<file path="config.mk">
export PLATFORM = sky130hd
export DESIGN_NAME = lfc_core
export DESIGN_NICKNAME = d
export VERILOG_FILES = /design/src/lfc_pkg.sv /design/src/lfc_core.sv
export SDC_FILE = /design/constraint.sdc
export NUM_CORES = 1
export LEC_CHECK = 0
export ABC_AREA = 1
export BUFFER_PORTS_ARGS = -buffer_cell sky130_fd_sc_hd__buf_2
export CELL_PAD_IN_SITES_DETAIL_PLACEMENT = 0
export CELL_PAD_IN_SITES_GLOBAL_PLACEMENT = 2
export CORE_ASPECT_RATIO = 1.75
export CORE_UTILIZATION = 34
export CTS_BUF_LIST = sky130_fd_sc_hd__clkbuf_8
export CTS_CLUSTER_DIAMETER = 120
export DETAILED_ROUTE_END_ITERATION = 8
export PLACE_DENSITY = 0.8
export SLEW_MARGIN = 20
export SYNTH_ARGS = -nofsm -noshare
export SYNTH_HDL_FRONTEND = slang
export SYNTH_SLANG_ARGS = --single-unit
</file>
<file path="constraint.sdc">
create_clock -name i_clk -period 16.1 [get_ports i_clk]
set_input_delay 0 -clock i_clk [delete_from_list [all_inputs] [get_ports i_clk]]
set_output_delay 0 -clock i_clk [all_outputs]
set_load 0.01 [all_outputs]
</file>
<file path="src/lfc_pkg.sv">
// constants, types and state layout of the limiter and fault control block
package lfc_pkg;

	// ----------------------------------------------------------------
	// register offsets
	// ----------------------------------------------------------------
	localparam logic [7:0] ADDR_LIM_CTRL = 8'h08;
	localparam logic [7:0] ADDR_THR_SLOPE = 8'h09;
	localparam logic [7:0] ADDR_BAT_INFL = 8'h0a;
	localparam logic [7:0] ADDR_REC_CTRL = 8'h10;
	localparam logic [7:0] ADDR_STATUS = 8'h11;
	localparam logic [7:0] ADDR_BAT_VOLT = 8'h13;

	// ----------------------------------------------------------------
	// field positions
	// ----------------------------------------------------------------
	localparam int LC_RRT_LSB = 6;
	localparam int LC_ATR_LSB = 4;
	localparam int LC_TRACK_BIT = 2;
	localparam int LC_MODE_LSB = 0;
	localparam int TS_THR_LSB = 3;
	localparam int TS_SLOPE_LSB = 0;
	localparam int RC_GAIN_LSB = 6;
	localparam int RC_MANUAL_RECOVERY_TRIGGER_BIT = 5;
	localparam int RC_AR_LSB = 3;
	localparam int RC_UV_BIT = 2;
	localparam int RC_OT_BIT = 1;
	localparam int RC_OC_BIT = 0;
	localparam int ST_VREG_BIT = 7;
	localparam int ST_SUPPLY_BIT = 6;
	localparam int ST_LIM_BIT = 5;
	localparam int ST_CLIP_BIT = 4;
	localparam int ST_OC_BIT = 3;
	localparam int ST_OT_BIT = 2;
	localparam int ST_WARN_BIT = 1;
	localparam int ST_BAT_BIT = 0;

	// ----------------------------------------------------------------
	// reset values
	// ----------------------------------------------------------------
	localparam logic [7:0] LIM_CTRL_RST = 8'h00;
	localparam logic [7:0] THR_SLOPE_RST = 8'hf8;
	localparam logic [7:0] BAT_INFL_RST = 8'h00;
	localparam logic [7:0] REC_CTRL_RST = 8'h07;
	localparam logic [7:0] UNITY_GAIN = 8'hff;

	// ----------------------------------------------------------------
	// limiter scaling (levels in eighths of a volt peak)
	// ----------------------------------------------------------------
	localparam logic [1:0] MODE_OFF = 2'h0;
	localparam logic [1:0] MODE_ON = 2'h1;
	localparam logic [1:0] MODE_MUTE = 2'h2;
	localparam logic [1:0] MODE_LOW = 2'h3;
	localparam logic [8:0] THR_BASE = 9'h010;
	localparam logic [8:0] THR_STEP = 9'h004;
	localparam logic [8:0] THR_MAX = 9'h080;
	localparam logic [17:0] BAT_SCALE = 18'h00070;
	localparam logic [8:0] HYST_CODES = 9'h004;
	localparam logic [7:0] WARN_CAP0 = 8'hff;
	localparam logic [7:0] WARN_CAP1 = 8'hb4;
	localparam logic [7:0] WARN_CAP2 = 8'h80;
	localparam logic [7:0] WARN_CAP3 = 8'h5a;

	// ----------------------------------------------------------------
	// timing
	// ----------------------------------------------------------------
	localparam int CLK_MHZ = 200;
	localparam int RATE_BASE_NS = 320;
	localparam int RATE_BASE_CYC = (RATE_BASE_NS * CLK_MHZ + 999) / 1000;
	localparam int RETRY_TIME_US = 100;
	localparam int RETRY_CYC = RETRY_TIME_US * CLK_MHZ;

	// ----------------------------------------------------------------
	// types
	// ----------------------------------------------------------------
	typedef enum logic [2:0] {
		ST_RUN = 3'b001,
		ST_WAIT = 3'b010,
		ST_HALT = 3'b100
	} lfc_fsm_e;

	typedef struct packed {
		logic vreg_low;
		logic supply_low;
		logic overcurrent;
		logic over_temp;
		logic temp_warn;
		logic clip;
	} lfc_sense_s;

	typedef struct packed {
		lfc_fsm_e st;
		logic [7:0] lim_ctrl;
		logic [7:0] thr;
		logic [7:0] infl;
		logic [7:0] rec;
		logic [7:0] vbat;
		logic [7:0] status;
		logic [7:0] rdata;
		logic [7:0] gain;
		logic [7:0] out_gain;
		logic [3:0] flt;
		logic below;
		logic amp_en;
		logic mute;
		logic [1:0] tries;
		logic [12:0] rate_cnt;
		logic [23:0] wait_cnt;
	} lfc_state_s;

endpackage

</file>
<file path="src/lfc_core.sv">
// limiter, battery tracking, fault flags and fault recovery control
`timescale 1ns/1ps

// Summary of operation
// - battery converter byte is held in the read-only battery register
// - battery code N means 4 V plus 14 V times N over 255
// - status bit 7 set while regulator supply is under 3.6 V
// - status bit 6 set while main supply is under 3.6 V
// - overcurrent flag set when output current exceeds 6 A peak
// - overtemperature flag above 145 C, separate warning flag above 117 C
// - all fault flags readable in status register at 0x11
// - recovery bits 7:6 pick gain cut during thermal warning
// - writing recovery bit 5 starts a recovery attempt
// - recovery bits 4:3 set number of automatic attempts
// - bits 2,1,0 pick auto or manual for uv, ot, oc
// - automatic mode retries, refaults if condition persists, repeats
// - manual mode stays shut down until software asks for recovery
// - threshold bits 7:3 set limit level from 2 to 16 V peak
// - above threshold output is held to limit, below passes unchanged
// - limiter control bit 2 picks fixed or battery-tracking threshold
// - inflection point is 8-bit battery_inflection_level, battery code scale
// - slope bits 1:0 set threshold drop per battery drop, 1:1..4:1
// - mode 00 off, 01 limit, 10 mute below point, 11 limit below
// - tracking lowers threshold only while battery is below the point
// - hysteresis above the inflection point before disengaging
// - gain falls at attack rate, recovers at release rate
module lfc_core
	import lfc_pkg::*;
#(
	parameter int RETRY_CYCLES = RETRY_CYC
) (
	input wire logic i_clk,
	input wire logic i_rst,
	input wire logic i_ce,
	input wire logic [7:0] i_reg_addr,
	input wire logic i_reg_wr,
	input wire logic [7:0] i_reg_wdata,
	input wire logic i_reg_rd,
	input wire logic i_adc_valid,
	input wire logic [7:0] i_adc_code,
	input wire lfc_sense_s i_sense,
	input wire logic [7:0] i_out_level,
	output logic [7:0] o_reg_rdata,
	output logic o_amp_enable,
	output logic [7:0] o_gain,
	output logic o_mute
);

	// ----------------------------------------------------------------
	// helpers
	// ----------------------------------------------------------------
	function automatic logic [7:0] lfc_scale(input logic [7:0] lvl,
			input logic [7:0] g);
		logic [15:0] p;
		p = 16'(lvl) * 16'(g);
		return p[15:8];
	endfunction

	function automatic logic [12:0] lfc_period(input logic [1:0] rate);
		logic [12:0] base;
		base = 13'(RATE_BASE_CYC);
		return base << {rate, 1'b0};
	endfunction

	// code N of the battery scale is 14/255 V, i.e. 112/255 eighths of a
	// volt; a shift by 8 stands in for the 255 divide, under 0.4 % low
	function automatic logic [7:0] lfc_threshold(input logic [7:0] thr,
			input logic [7:0] infl, input logic [7:0] vbat,
			input logic track, input logic below);
		logic [8:0] base;
		logic [7:0] drop;
		logic [17:0] red;
		base = THR_BASE + 9'(thr[7:TS_THR_LSB]) * THR_STEP;
		if (base > THR_MAX) begin
			base = THR_MAX;
		end
		drop = (below && vbat < infl) ? infl - vbat : 8'h00;
		red = (18'(drop) * 18'({1'b0, thr[1:TS_SLOPE_LSB]} + 3'h1)
			* BAT_SCALE) >> 8;
		if (track) begin
			base = (red >= 18'(base)) ? 9'h000 : base - red[8:0];
		end
		return base[7:0];
	endfunction

	function automatic logic [7:0] lfc_warn_cap(input logic [1:0] sel);
		logic [7:0] c;
		unique case (sel)
			2'h0: c = WARN_CAP0;
			2'h1: c = WARN_CAP1;
			2'h2: c = WARN_CAP2;
			2'h3: c = WARN_CAP3;
		endcase
		return c;
	endfunction

	localparam lfc_state_s RST_STATE = '{
		st: ST_RUN,
		lim_ctrl: LIM_CTRL_RST,
		thr: THR_SLOPE_RST,
		infl: BAT_INFL_RST,
		rec: REC_CTRL_RST,
		vbat: 8'h00,
		status: 8'h00,
		rdata: 8'h00,
		gain: UNITY_GAIN,
		out_gain: 8'h00,
		flt: 4'h0,
		below: 1'b0,
		amp_en: 1'b0,
		mute: 1'b0,
		tries: 2'h0,
		rate_cnt: 13'h0000,
		wait_cnt: 24'h000000
	};

	lfc_state_s s_reg;
	lfc_state_s s_next;
	logic manual_recovery_trigger;
	logic [3:0] cond;
	logic [1:0] mode;
	logic limiting;
	logic [7:0] thr_eff;
	logic [7:0] lvl;
	logic [7:0] cap;
	logic auto_ok;
	logic [1:0] ar_max;

	// ----------------------------------------------------------------
	// next state
	// ----------------------------------------------------------------
	always_comb begin
		s_next = s_reg;
		manual_recovery_trigger = 1'b0;
		cond = {i_sense.vreg_low, i_sense.supply_low, i_sense.overcurrent,
			i_sense.over_temp};
		mode = s_reg.lim_ctrl[1:LC_MODE_LSB];
		limiting = 1'b0;
		thr_eff = lfc_threshold(s_reg.thr, s_reg.infl, s_reg.vbat,
			s_reg.lim_ctrl[LC_TRACK_BIT], s_reg.below);
		lvl = lfc_scale(i_out_level, s_reg.gain);
		cap = UNITY_GAIN;
		auto_ok = 1'b0;
		ar_max = s_reg.rec[4:RC_AR_LSB];
		if (i_ce) begin
			if (i_adc_valid) begin
				s_next.vbat = i_adc_code;
			end
			if (i_reg_wr) begin
				case (i_reg_addr)
					ADDR_LIM_CTRL: s_next.lim_ctrl = i_reg_wdata;
					ADDR_THR_SLOPE: s_next.thr = i_reg_wdata;
					ADDR_BAT_INFL: s_next.infl = i_reg_wdata;
					ADDR_REC_CTRL: begin
						s_next.rec = i_reg_wdata & 8'hdf;
						manual_recovery_trigger = i_reg_wdata[RC_MANUAL_RECOVERY_TRIGGER_BIT];
					end
					default: ;
				endcase
			end

			// hysteresis keeps the limiter from chattering at the point
			if (s_reg.vbat < s_reg.infl) begin
				s_next.below = 1'b1;
			end else if (9'(s_reg.vbat) > 9'(s_reg.infl) + HYST_CODES) begin
				s_next.below = 1'b0;
			end

			// ------------------------------------------------------------
			// limiter gain ramp
			// ------------------------------------------------------------
			unique case (mode)
				MODE_OFF: limiting = 1'b0;
				MODE_ON: limiting = 1'b1;
				MODE_MUTE: limiting = !s_reg.below;
				MODE_LOW: limiting = s_reg.below;
			endcase
			if (s_reg.rate_cnt != 13'h0000) begin
				s_next.rate_cnt = s_reg.rate_cnt - 13'h0001;
			end else if (limiting && lvl > thr_eff) begin
				s_next.rate_cnt = lfc_period(s_reg.lim_ctrl[5:LC_ATR_LSB]);
				if (s_reg.gain != 8'h00) begin
					s_next.gain = s_reg.gain - 8'h01;
				end
			end else if (!limiting || lvl < thr_eff) begin
				s_next.rate_cnt = lfc_period(s_reg.lim_ctrl[7:LC_RRT_LSB]);
				if (s_reg.gain != UNITY_GAIN) begin
					s_next.gain = s_reg.gain + 8'h01;
				end
			end
			s_next.mute = mode == MODE_MUTE && s_reg.below;
			if (i_sense.temp_warn) begin
				cap = lfc_warn_cap(s_reg.rec[7:RC_GAIN_LSB]);
			end
			if (!s_reg.amp_en || s_reg.mute) begin
				s_next.out_gain = 8'h00;
			end else begin
				s_next.out_gain = (s_reg.gain < cap) ? s_reg.gain : cap;
			end

			// ------------------------------------------------------------
			// fault flags and recovery
			// ------------------------------------------------------------
			s_next.flt = s_reg.flt | cond;
			auto_ok = !((s_reg.flt[3] | s_reg.flt[2] | cond[3] | cond[2])
				& !s_reg.rec[RC_UV_BIT])
				&& !((s_reg.flt[0] | cond[0]) & !s_reg.rec[RC_OT_BIT])
				&& !((s_reg.flt[1] | cond[1]) & !s_reg.rec[RC_OC_BIT]);
			unique case (s_reg.st)
				ST_RUN: begin
					if (|cond) begin
						s_next.amp_en = 1'b0;
						// 00 retries without limit, else stop after that many
						if (auto_ok && (ar_max == 2'h0
								|| s_reg.tries < ar_max)) begin
							s_next.st = ST_WAIT;
							s_next.wait_cnt = 24'(RETRY_CYCLES - 1);
						end else begin
							s_next.st = ST_HALT;
						end
					end else if (manual_recovery_trigger) begin
						// power-up leaves the amplifier off until this write
						s_next.amp_en = 1'b1;
						s_next.flt = cond;
						s_next.tries = 2'h0;
					end
				end
				ST_WAIT: begin
					if (manual_recovery_trigger || s_reg.wait_cnt == 24'h000000) begin
						s_next.st = ST_RUN;
						s_next.amp_en = 1'b1;
						s_next.flt = cond;
						if (manual_recovery_trigger) begin
							s_next.tries = 2'h0;
						end else if (s_reg.tries != 2'h3) begin
							s_next.tries = s_reg.tries + 2'h1;
						end
					end else begin
						s_next.wait_cnt = s_reg.wait_cnt - 24'h000001;
					end
				end
				ST_HALT: begin
					if (manual_recovery_trigger) begin
						s_next.st = ST_RUN;
						s_next.amp_en = 1'b1;
						s_next.flt = cond;
						s_next.tries = 2'h0;
					end
				end
			endcase

			s_next.status = {
				s_next.flt[3],
				s_next.flt[2],
				s_reg.gain != UNITY_GAIN || s_reg.mute,
				i_sense.clip,
				s_next.flt[1],
				s_next.flt[0],
				i_sense.temp_warn,
				!s_reg.below
			};

			if (i_reg_rd) begin
				case (i_reg_addr)
					ADDR_LIM_CTRL: s_next.rdata = s_reg.lim_ctrl;
					ADDR_THR_SLOPE: s_next.rdata = s_reg.thr;
					ADDR_BAT_INFL: s_next.rdata = s_reg.infl;
					ADDR_REC_CTRL: s_next.rdata = s_reg.rec;
					ADDR_STATUS: s_next.rdata = s_reg.status;
					ADDR_BAT_VOLT: s_next.rdata = s_reg.vbat;
					default: s_next.rdata = 8'h00;
				endcase
			end
		end
	end

	always_ff @(posedge i_clk) begin
		if (i_rst) begin
			s_reg <= RST_STATE;
		end else begin
			s_reg <= s_next;
		end
	end

	assign o_reg_rdata = s_reg.rdata;
	assign o_amp_enable = s_reg.amp_en;
	assign o_gain = s_reg.out_gain;
	assign o_mute = s_reg.mute;
endmodule

</file>
==> results of run 1 <==
## placed cells by master (no fill, tap or decap), drive strengths merged, types with 21 or more instances in the layout
master / synthesis / layout
a21oi: 151 / 151
buf: 34 / 66
dfxtp: 116 / 116
dlygate4sd3: 0 / 24
fa: 48 / 48
ha: 120 / 120
inv: 276 / 277
nand2: 399 / 399
nand3: 108 / 108
nand4: 24 / 24
nor2: 166 / 166
nor3: 26 / 26
o21ai: 75 / 75
xnor2: 21 / 21
xor2: 40 / 40
## cell families after synthesis
kind of cell	Yosys count	share of synthesized area
AO/OA/AOI/OAI	284	0.1391
XOR/XNOR	61	0.04730
adder cells (fa/ha/maj)	168	0.2150
buffers and inverters	342	0.1208
flip-flops	116	0.2028
AND/OR/NAND/NOR	741	0.2751
## metrics by stage
stage / setup WS, ps / cell area [µm²] / hold WS [ps] / std cells / utilization
2_1_floorplan: 7977 / 11450 / 126.2 / 1712 / -
3_3_place_gp: 6989 / 11960 / 284.6 / 2119 / 0.3622
3_5_place_dp: 6887 / 11960 / 284.1 / 2119 / 0.3622
4_1_cts: 6889 / 12590 / 44.39 / 2174 / 0.3811
5_1_grt: 5907 / 12590 / 89.56 / 2175 / 0.3812
6_report: 6952 / 12590 / 76.36 / 2175 / 0.3812
## cell usage after synthesis, types with 2 or more instances
cell | count | area share
a41oi_1 | 2 | 0.0015
dfxtp_1 | 116 | 0.20
or2_1 | 2 | 0.0011
nand4_1 | 23 | 0.013
o21ai_1 | 3 | 0.0013
nand2_1 | 396 | 0.13
o211ai_1 | 9 | 0.0059
buf_6 | 3 | 0.0029
o21bai_1 | 6 | 0.0039
a21o_1 | 8 | 0.0052
o21ai_0 | 72 | 0.031
nand2_4 | 3 | 0.0029
a211oi_1 | 6 | 0.0039
inv_1 | 275 | 0.090
or2_2 | 8 | 0.0044
a21oi_1 | 150 | 0.066
fa_1 | 48 | 0.084
nand3_2 | 2 | 0.0017
nand3b_1 | 6 | 0.0039
nor2_2 | 3 | 0.0016
xor2_1 | 39 | 0.030
clkbuf_1 | 30 | 0.0098
nand3_1 | 105 | 0.046
buf_4 | 16 | 0.010
clkinv_1 | 2 | 0.00066
o21a_1 | 3 | 0.0020
a21boi_0 | 2 | 0.0013
a31oi_1 | 3 | 0.0016
xnor2_1 | 21 | 0.016
o221ai_1 | 2 | 0.0015
a221oi_1 | 6 | 0.0046
nor2_1 | 162 | 0.053
ha_1 | 120 | 0.13
buf_2 | 14 | 0.0061
nor3_2 | 2 | 0.0017
o22ai_1 | 6 | 0.0033
nor3_1 | 23 | 0.010
## report_power, final
group / switching, mW / leakage (nW) / internal, mW
combinational: 0.406 / 5.42 / 0.253
clock: 0.130 / 0.203 / 0.147
sequential: 0.0182 / 0.945 / 0.304
## per-layer routing
| layer | vias up | part of all wire | GRT usage |
|---|---|---|---|
| met5 | - | 0 | 0 |
| met4 | 0 | 0.041 | 0.09942 |
| met2 | 185 | 0.56 | 0.4404 |
| met3 | 74 | 0.023 | 0.02692 |
| li1 | 5566 | - | - |
| met1 | 5149 | 0.38 | 0.2179 |
## worst max-delay path, delay by kind of cell (launching register included)
family / cells / cell delay (ps)
fa+ha+maj: 10 / 3330
simple gates: 23 / 2500
compound gates: 10 / 1560
buf+inv: 8 / 750
xor+xnor: 2 / 580
flops: 1 / 330
## worst paths after layout
kind	slack (ps)	cells after the start	endpoint
max	6950	53	s_reg[61]
max reg2reg	6950	53	s_reg[61]
min	80	5	s_reg[38]
min reg2reg	470	2	o_gain[4]
## cell type report
class | instances | area, µm² | share of cell area
multi-input combinational | 1254 | 7747 | 0.6153
sequential | 116 | 2322 | 0.1844
inverter | 278 | 1044 | 0.08287
timing repair buffer | 90 | 583.1 | 0.04630
tap | 405 | 506.7 | 0.04024
clock buffer | 20 | 275.3 | 0.02186
clock inverter | 11 | 111.4 | 0.008843
antenna | 1 | 2.502 | 0.0001987
## what timing repair did
action                                 CTS  global route
endpoints found under the hold margin   47             0
hold buffers                            24             0
buffers inserted                         0             0
==> results.md, run 1 <==
- Status: finished, final reports clean
- CP max FO: 10
- Layout area overhead: 9.941%
- Gr ovfl total: 0
- Startpoint Class: flip-flop
- CP max stage cell: fa_1
- Worst hold path class: input port to flip-flop
- Die span in x: 140.7 µm
- Sequential share of the synthesized area: 0.2028
- WS Path Type: flip-flop to flip-flop
- Most common cell on crit path: nand2_1
- Fillers: 3626
- TritonRoute pass-1 iters: 5
- Clk_skew: 12.63 ps
- Routed length per placed instance: 16.56 µm
- Slew Limit Fails: 0
- CP startpoint: s_reg[94]
- Core ar.: 0.03303 mm²
- Gr usage total: 0.2188
- Routability cong.: 0.9494
- Number of flip-flops in the largest register: 94
- Pwr dens: 99.91 mW/mm²
- Post-synthesis instance total: 1712
- Number of synthesized flops with an enable pin: 0
- Die footprint: 0.03445 mm²
- Worst endpoint required time: 16430 ps
- RSZ-0062 raised after global routing: false
- First-pass GRT wire length: 58060 µm
- Vias per cell: 5.046
- Die height: 244.8 µm
- Initial core utilization: 0.3467
- Post-DP HPWL: 28680 µm
- Synth async-reset ratio: 0
- RR Startpoint: s_reg[94]
- Post-DRT Antenna Nets: 0
- CTS tree: done
- #FFs+latches synth: 116
- Final total power: 1.258 mW
- Tmin final: 9148 ps
- H-tree lvl count: 4
- Fin. Hold Viols: 0
- Synth Flop Type: dfxtp_1
- FMAX: 109.3 MHz
- Worst EP arrival: 9480 ps
- Ratio of cells with drive above 1 in the final layout: 0.06953
- Maximum vdd drop: 0.00005573 V
- Count of final setup violators: 0
- Num ports: 62
- Residual DRC: 0
- Slew HR: 0.5196
- Gates resized, CTS repair: 0
- Port Buffers: 61
- Crit end category: flip-flop
- Worst-Margin Slew: 720.6 ps
- Num CTS Buffers: 17
- Period utilization: 0.5682
- CP peak stage delay: 550 ps
- Drt initial violations: 441
- Maximum Capacitance Violations: 0
- Initial antenna violation count: 1
- Nets: 1969
- Post-Syn Area: 0.01145 mm²
- Yosys warns: 0
- Mapped Avg Cell Area: 6.690 µm²
- Setup TNS: 0 ps
- Syn Nets: 1924
- Buffer depth of the longest clock path: 2
- Hold_sp: i_reg_wr
- Leak pwr: 6.569 nW
- Root Buffer: clkbuf_8
- Via count: 10974
- Clk_lat worst skew: 460 ps
- Largest net degree at the start of global routing: 58
- Num Clock Sinks: 116
- Drt total wl: 36030 µm
- Std cell rows: 88
- Count of cell types in the netlist: 52
- Vias in the first global route: 11225
- Clk slew on worst S/H paths: 80 ps
Note: power is estimated with default switching activity, not from simulation.
==> run 2, diff against run 1 <==
Settings changed: CORE_UTILIZATION 34 to 33, PLACE_DENSITY 0.8 to 0.81.
Clock period 16.1 ns to 7.65 ns, I/O delays scaled along.
==> run 2 against run 1 <==
Compared with the run above: the run now ends with negative setup slack left; non-clock buffer count increased by 146; via count increased by 5.0%; setup slack got worse by 7100 ps; register-to-register slack got worse by 7100 ps; global-route usage increased by 0.095 points; sequential power increased by 110%; total power increased by 130%; sequential cell count unchanged; combinational power increased by 130%; die area increased by 3.0%; critical path depth increased by 1; final cell count increased by 9.1%; largest cell class unchanged.
==> results.md, run 2 (same netlist as run 1, synthesis figures left out) <==
- Worst-Margin Slew: 809.3 ps
- Via count: 11523
- Fin cells: 2372
- Drt total wl: 37740 µm
- M2 GR Usage: 0.4347
- Gr ovfl total: 0
- Sequential Power Share: 0.237
- Slew HR: 0.4605
- Most common cell on crit path: nand2_1
- WS Path Type: flip-flop to flip-flop
- Met1 Usage GRT: 0.2194
- Num CTS Buffers: 17
- Maximum vdd drop: 0.0001418 V
- CP max FO: 7
- Status: finished, violations left
- Die span in x: 142.8 µm
- Int Power: 1.640 mW
- Worst hold path class: input port to flip-flop
- Gr busiest metal: met2
- Num Clock Sinks: 116
- Gr usage total: 0.2198
- Root Buffer: clkbuf_8
- Clk_skew: 16.05 ps
- CP peak stage delay: 600 ps
- Startpoint Class: flip-flop
- Drt initial violations: 494
- Die height: 248.5 µm
- Core ar.: 0.03396 mm²
- Clock power share: 0.225
- Leak pwr: 7.395 nW
- Tmin final: 7844 ps
- Residual DRC: 0
- RSZ-0062 raised after global routing: true
- Layout area overhead: 28.69%
- Routability cong.: 0.9148
- CTS tree: done
- Buffer depth of the longest clock path: 2
- Combinational share of power: 0.538
- Hold_ws: 90.74 ps
- Worst EP arrival: 8170 ps
- H-tree lvl count: 4
- Slew Limit Fails: 0
- Period utilization: 1.025
- Num ports: 62
- Nets: 2115
- First-pass GRT wire length: 60160 µm
- Net Sw Frac: 0.4268
- Clk slew on worst S/H paths: 80 ps
- CP max stage cell: fa_2
- Setup TNS: -1092 ps
- Number of flip-flops in the largest register: 94
- Std cell rows: 89
- Largest net degree at the start of global routing: 58
- Fin. Hold Viols: 0
- Clk_lat worst skew: 460 ps
- Sw power: 1.221 mW
- Crit end category: flip-flop
- Post-layout util: 0.4340
- Worst endpoint required time: 7970 ps
- Routed length per placed instance: 15.91 µm
- Maximum Capacitance Violations: 0
- Vias in the first global route: 11914
- Post-DRT Antenna Nets: 0
- Cell count after placement: 2287
- Vias per cell: 4.858
- Initial core utilization: 0.3372
- Pwr dens: 194.1 mW/mm²
- Fin worst setup slack: -193.8 ps
- Failing checks: negative setup slack
- Most common cell after layout, fill and taps aside: nand2_1
- Port Buffers: 61
- Initial antenna violation count: 1
- Count of final setup violators: 11
- Post-DP HPWL: 29660 µm
- M3 GR Usage: 0.02773
- Ratio of cells with drive above 1 in the final layout: 0.2109
- TritonRoute pass-1 iters: 5
- Most frequent cells in the layout: 378 x nand2_1, 262 x inv_1, 155 x nor2_1
- FMAX: 127.5 MHz
- Die footprint: 0.03549 mm²
## run 2: metrics by stage
step / setup WS (ps) / power, mW / instance area (µm²)
floorplan: -61.66 / 1.743 / 11620
global placement: -555.1 / 2.184 / 13080
detailed placement: -726.4 / 2.187 / 13080
CTS: -244.2 / 2.895 / 14350
global route: -746.1 / 3.141 / 14740
finish: -193.8 / 2.862 / 14740
## run 2: cell type report
type | instances | area (µm²)
Multi-Input combinational cell | 1254 | 8620
Sequential cell | 116 | 2325
Antenna cell | 1 | 2.502
Fill cell | 3625 | 19220
Tap cell | 455 | 569.3
Inverter | 278 | 1054
Clock buffer | 20 | 275.3
Timing Repair Buffer | 236 | 1734
Clock inverter | 12 | 160.2
## run 2: repair_timing
item,in CTS,in global routing
cloned,0,1
endpoints found under the hold margin,51,0
hold buffers,24,0
setup buffers,18,10
endpoints found under the setup margin,21,21
resized for setup,91,72
pin swaps,79,80
## run 2: path summary, 6_finish.rpt
path	start	to	slack, ps	cells past startpoint
max reg2reg	s_reg[94]	s_reg[61]	-190	54
min reg2reg	o_gain[4]	o_gain[4]	470	2
max	s_reg[94]	s_reg[61]	-190	54
min	i_reg_wr	s_reg[96]	90	5
## run 2: routing by layer
metal | vias to the layer above | part of all wire | wire length [µm]
met5 | - | 0 | 0
met4 | 0 | 0.043 | 1618
met3 | 77 | 0.025 | 951
met2 | 195 | 0.56 | 21320
met1 | 5410 | 0.37 | 13850
li1 | 5841 | - | -
## run 2: worst max-delay path, delay by kind of cell (launching register included)
kind / cells / cell delay (ps)
fa+ha+maj: 10 / 3000
flops: 1 / 340
simple gates: 23 / 2260
buf+inv: 12 / 970
xor+xnor: 2 / 440
compound gates: 7 / 740
## run 2: power groups by stage
stage	Sequential (mW)	Combinational [mW]	Clock [mW]
3_5_place_dp	0.691	1.50	0
6_report	0.678	1.54	0.645
2_1_floorplan	0.678	1.07	0
4_1_cts	0.677	1.55	0.665
5_1_grt	0.682	1.77	0.689
3_3_place_gp	0.690	1.49	0
==> run 3, diff against run 2 <==
Settings changed: SKIP_CTS_REPAIR_TIMING set to 1, SKIP_LAST_GASP set to 1.
==> run 3 against run 2 <==
Compared with the run above: the flow finishes with violations (negative hold slack, negative setup slack); largest power group unchanged; highest routed layer unchanged; sequential share of layout area increased by 0.39 points; first-iteration DRC count increased by 7.1%; wire length decreased by 1.6%; critical path type unchanged; clock power about the same; register-to-register slack got worse by 70 ps.
==> results.md, run 3 (same netlist as run 1, synthesis figures left out) <==
- Most common cell on crit path: nand2_1
- Sequential Power Share: 0.236
- Most frequent cells in the layout: 385 x nand2_1, 263 x inv_1, 155 x nor2_1
- Worst hold path class: input port to flip-flop
- Fin. Hold Viols: 1
- Residual DRC: 0
- Status: finished, violations left
- Setup TNS: -1632 ps
- Number of flip-flops in the largest register: 94
- Root Buffer: clkbuf_8
- Combinational share of power: 0.539
- Die height: 248.5 µm
- Gr ovfl total: 0
- Final instance area: 0.01437 mm²
- TritonRoute pass-1 iters: 5
- Layout area overhead: 25.50%
- Drt total wl: 37140 µm
- CP peak stage delay: 430 ps
- H-tree lvl count: 4
- Sw power: 1.221 mW
- Post-layout util: 0.4232
- Fin worst setup slack: -264.5 ps
- CTS tree: done
- Slew Limit Fails: 0
- Tmin final: 7914 ps
- Initial antenna violation count: 1
- Clk slew on worst S/H paths: 70 ps
- WS Path Type: flip-flop to flip-flop
- Net Sw Frac: 0.4256
- Num Clock Sinks: 116
- Gr usage total: 0.2151
- Die span in x: 142.8 µm
- CP max FO: 7
- Vias per cell: 4.843
- Leak pwr: 7.315 nW
- Failing checks: negative hold slack, negative setup slack
- Num ports: 62
- Port Buffers: 61
- Vias in the first global route: 11646
- Worst endpoint required time: 7970 ps
- Std cell rows: 89
- Count of final setup violators: 19
- Post-DRT Antenna Nets: 0
- Worst EP arrival: 8240 ps
- Clk_skew: 15.95 ps
- Core ar.: 0.03396 mm²
- Hold_ws: -8.267 ps
- Int Power: 1.648 mW
- Startpoint Class: flip-flop
- Period utilization: 1.035
- CP max stage cell: fa_2
- Routability cong.: 0.9148
- FMAX: 126.4 MHz
- DP Worst Slack: -726.4 ps
- Ratio of cells with drive above 1 in the final layout: 0.1897
- RSZ-0062 raised after global routing: true
- First-pass GRT wire length: 58690 µm
- Maximum Capacitance Violations: 0
- Drt initial violations: 529
- Cell count after placement: 2287
- Via count: 11424
- Num CTS Buffers: 17
- Register area: 0.002323 mm²
- Worst-Margin Slew: 800.8 ps
- Multi-input logic area: 0.008392 mm²
- Die footprint: 0.03549 mm²
- Fillers: 3663
- Clk_lat worst skew: 460 ps
- Initial core utilization: 0.3372
- Most common cell after layout, fill and taps aside: nand2_1
- Worst-case reg-to-reg path depth: 56
- Clock power share: 0.224
- Nets: 2102
- Buffer depth of the longest clock path: 2
- Slew HR: 0.4661
- Maximum vdd drop: 0.0001419 V
- Largest net degree at the start of global routing: 58
- Dpl cell area: 0.01308 mm²
- Crit end category: flip-flop
- Pwr dens: 199.6 mW/mm²
- Routed length per placed instance: 15.75 µm
- Post-DP HPWL: 29660 µm
- Hold Crit Depth: 3
- Fin cells: 2359
## run 3: area by class of cell
class,count,share of cell area
clock inverters,12,0.01114
repair buffers,223,0.1112
clock buffers,20,0.01915
inverters,278,0.07329
flip-flops and latches,116,0.1616
multi-input cells,1254,0.5838
well taps,455,0.03961
diodes,1,0.0001741
## run 3: worst max-delay path, delay by kind of cell, from the launching register on
family	cells	cell delay, ps
xor+xnor	3	490
compound gates	8	1230
flops	1	340
fa+ha+maj	10	2620
buf+inv	10	770
simple gates	25	2300
## run 3: routing by layer
| metal | up-vias | wire length [µm] | track usage |
|---|---|---|---|
| met1 | 5382 | 13810 | 0.2128 |
| met2 | 161 | 20990 | 0.4265 |
| met5 | - | 0 | 0 |
| li1 | 5814 | - | - |
| met3 | 67 | 909 | 0.03023 |
| met4 | 0 | 1433 | 0.09831 |
## run 3: power by group through the flow
| stage | sequential [mW] | combinational (mW) | clock (mW) |
|---|---|---|---|
| 2_1_floorplan | 0.678 | 1.07 | 0 |
| 3_3_place_gp | 0.690 | 1.49 | 0 |
| 3_5_place_dp | 0.691 | 1.50 | 0 |
| 4_1_cts | 0.677 | 1.51 | 0.665 |
| 5_1_grt | 0.682 | 1.78 | 0.688 |
| 6_report | 0.678 | 1.55 | 0.644 |
## run 3: per-stage QoR
stage / hold slack [ps] / power (mW)
after floorplan: 126.2 / 1.743
after global placement: 282.6 / 2.184
after detailed placement: 278.1 / 2.187
after CTS: -231.3 / 2.850
after global routing: 27.18 / 3.151
final: -8.267 / 2.869
## run 3: path summary, 6_finish.rpt
check        slack [ps]      start         end
min                  -8      i_rst  s_reg[118]
max reg2reg        -260  s_reg[94]   s_reg[61]
max                -260  s_reg[94]   s_reg[61]
min reg2reg         470  o_gain[4]   o_gain[4]
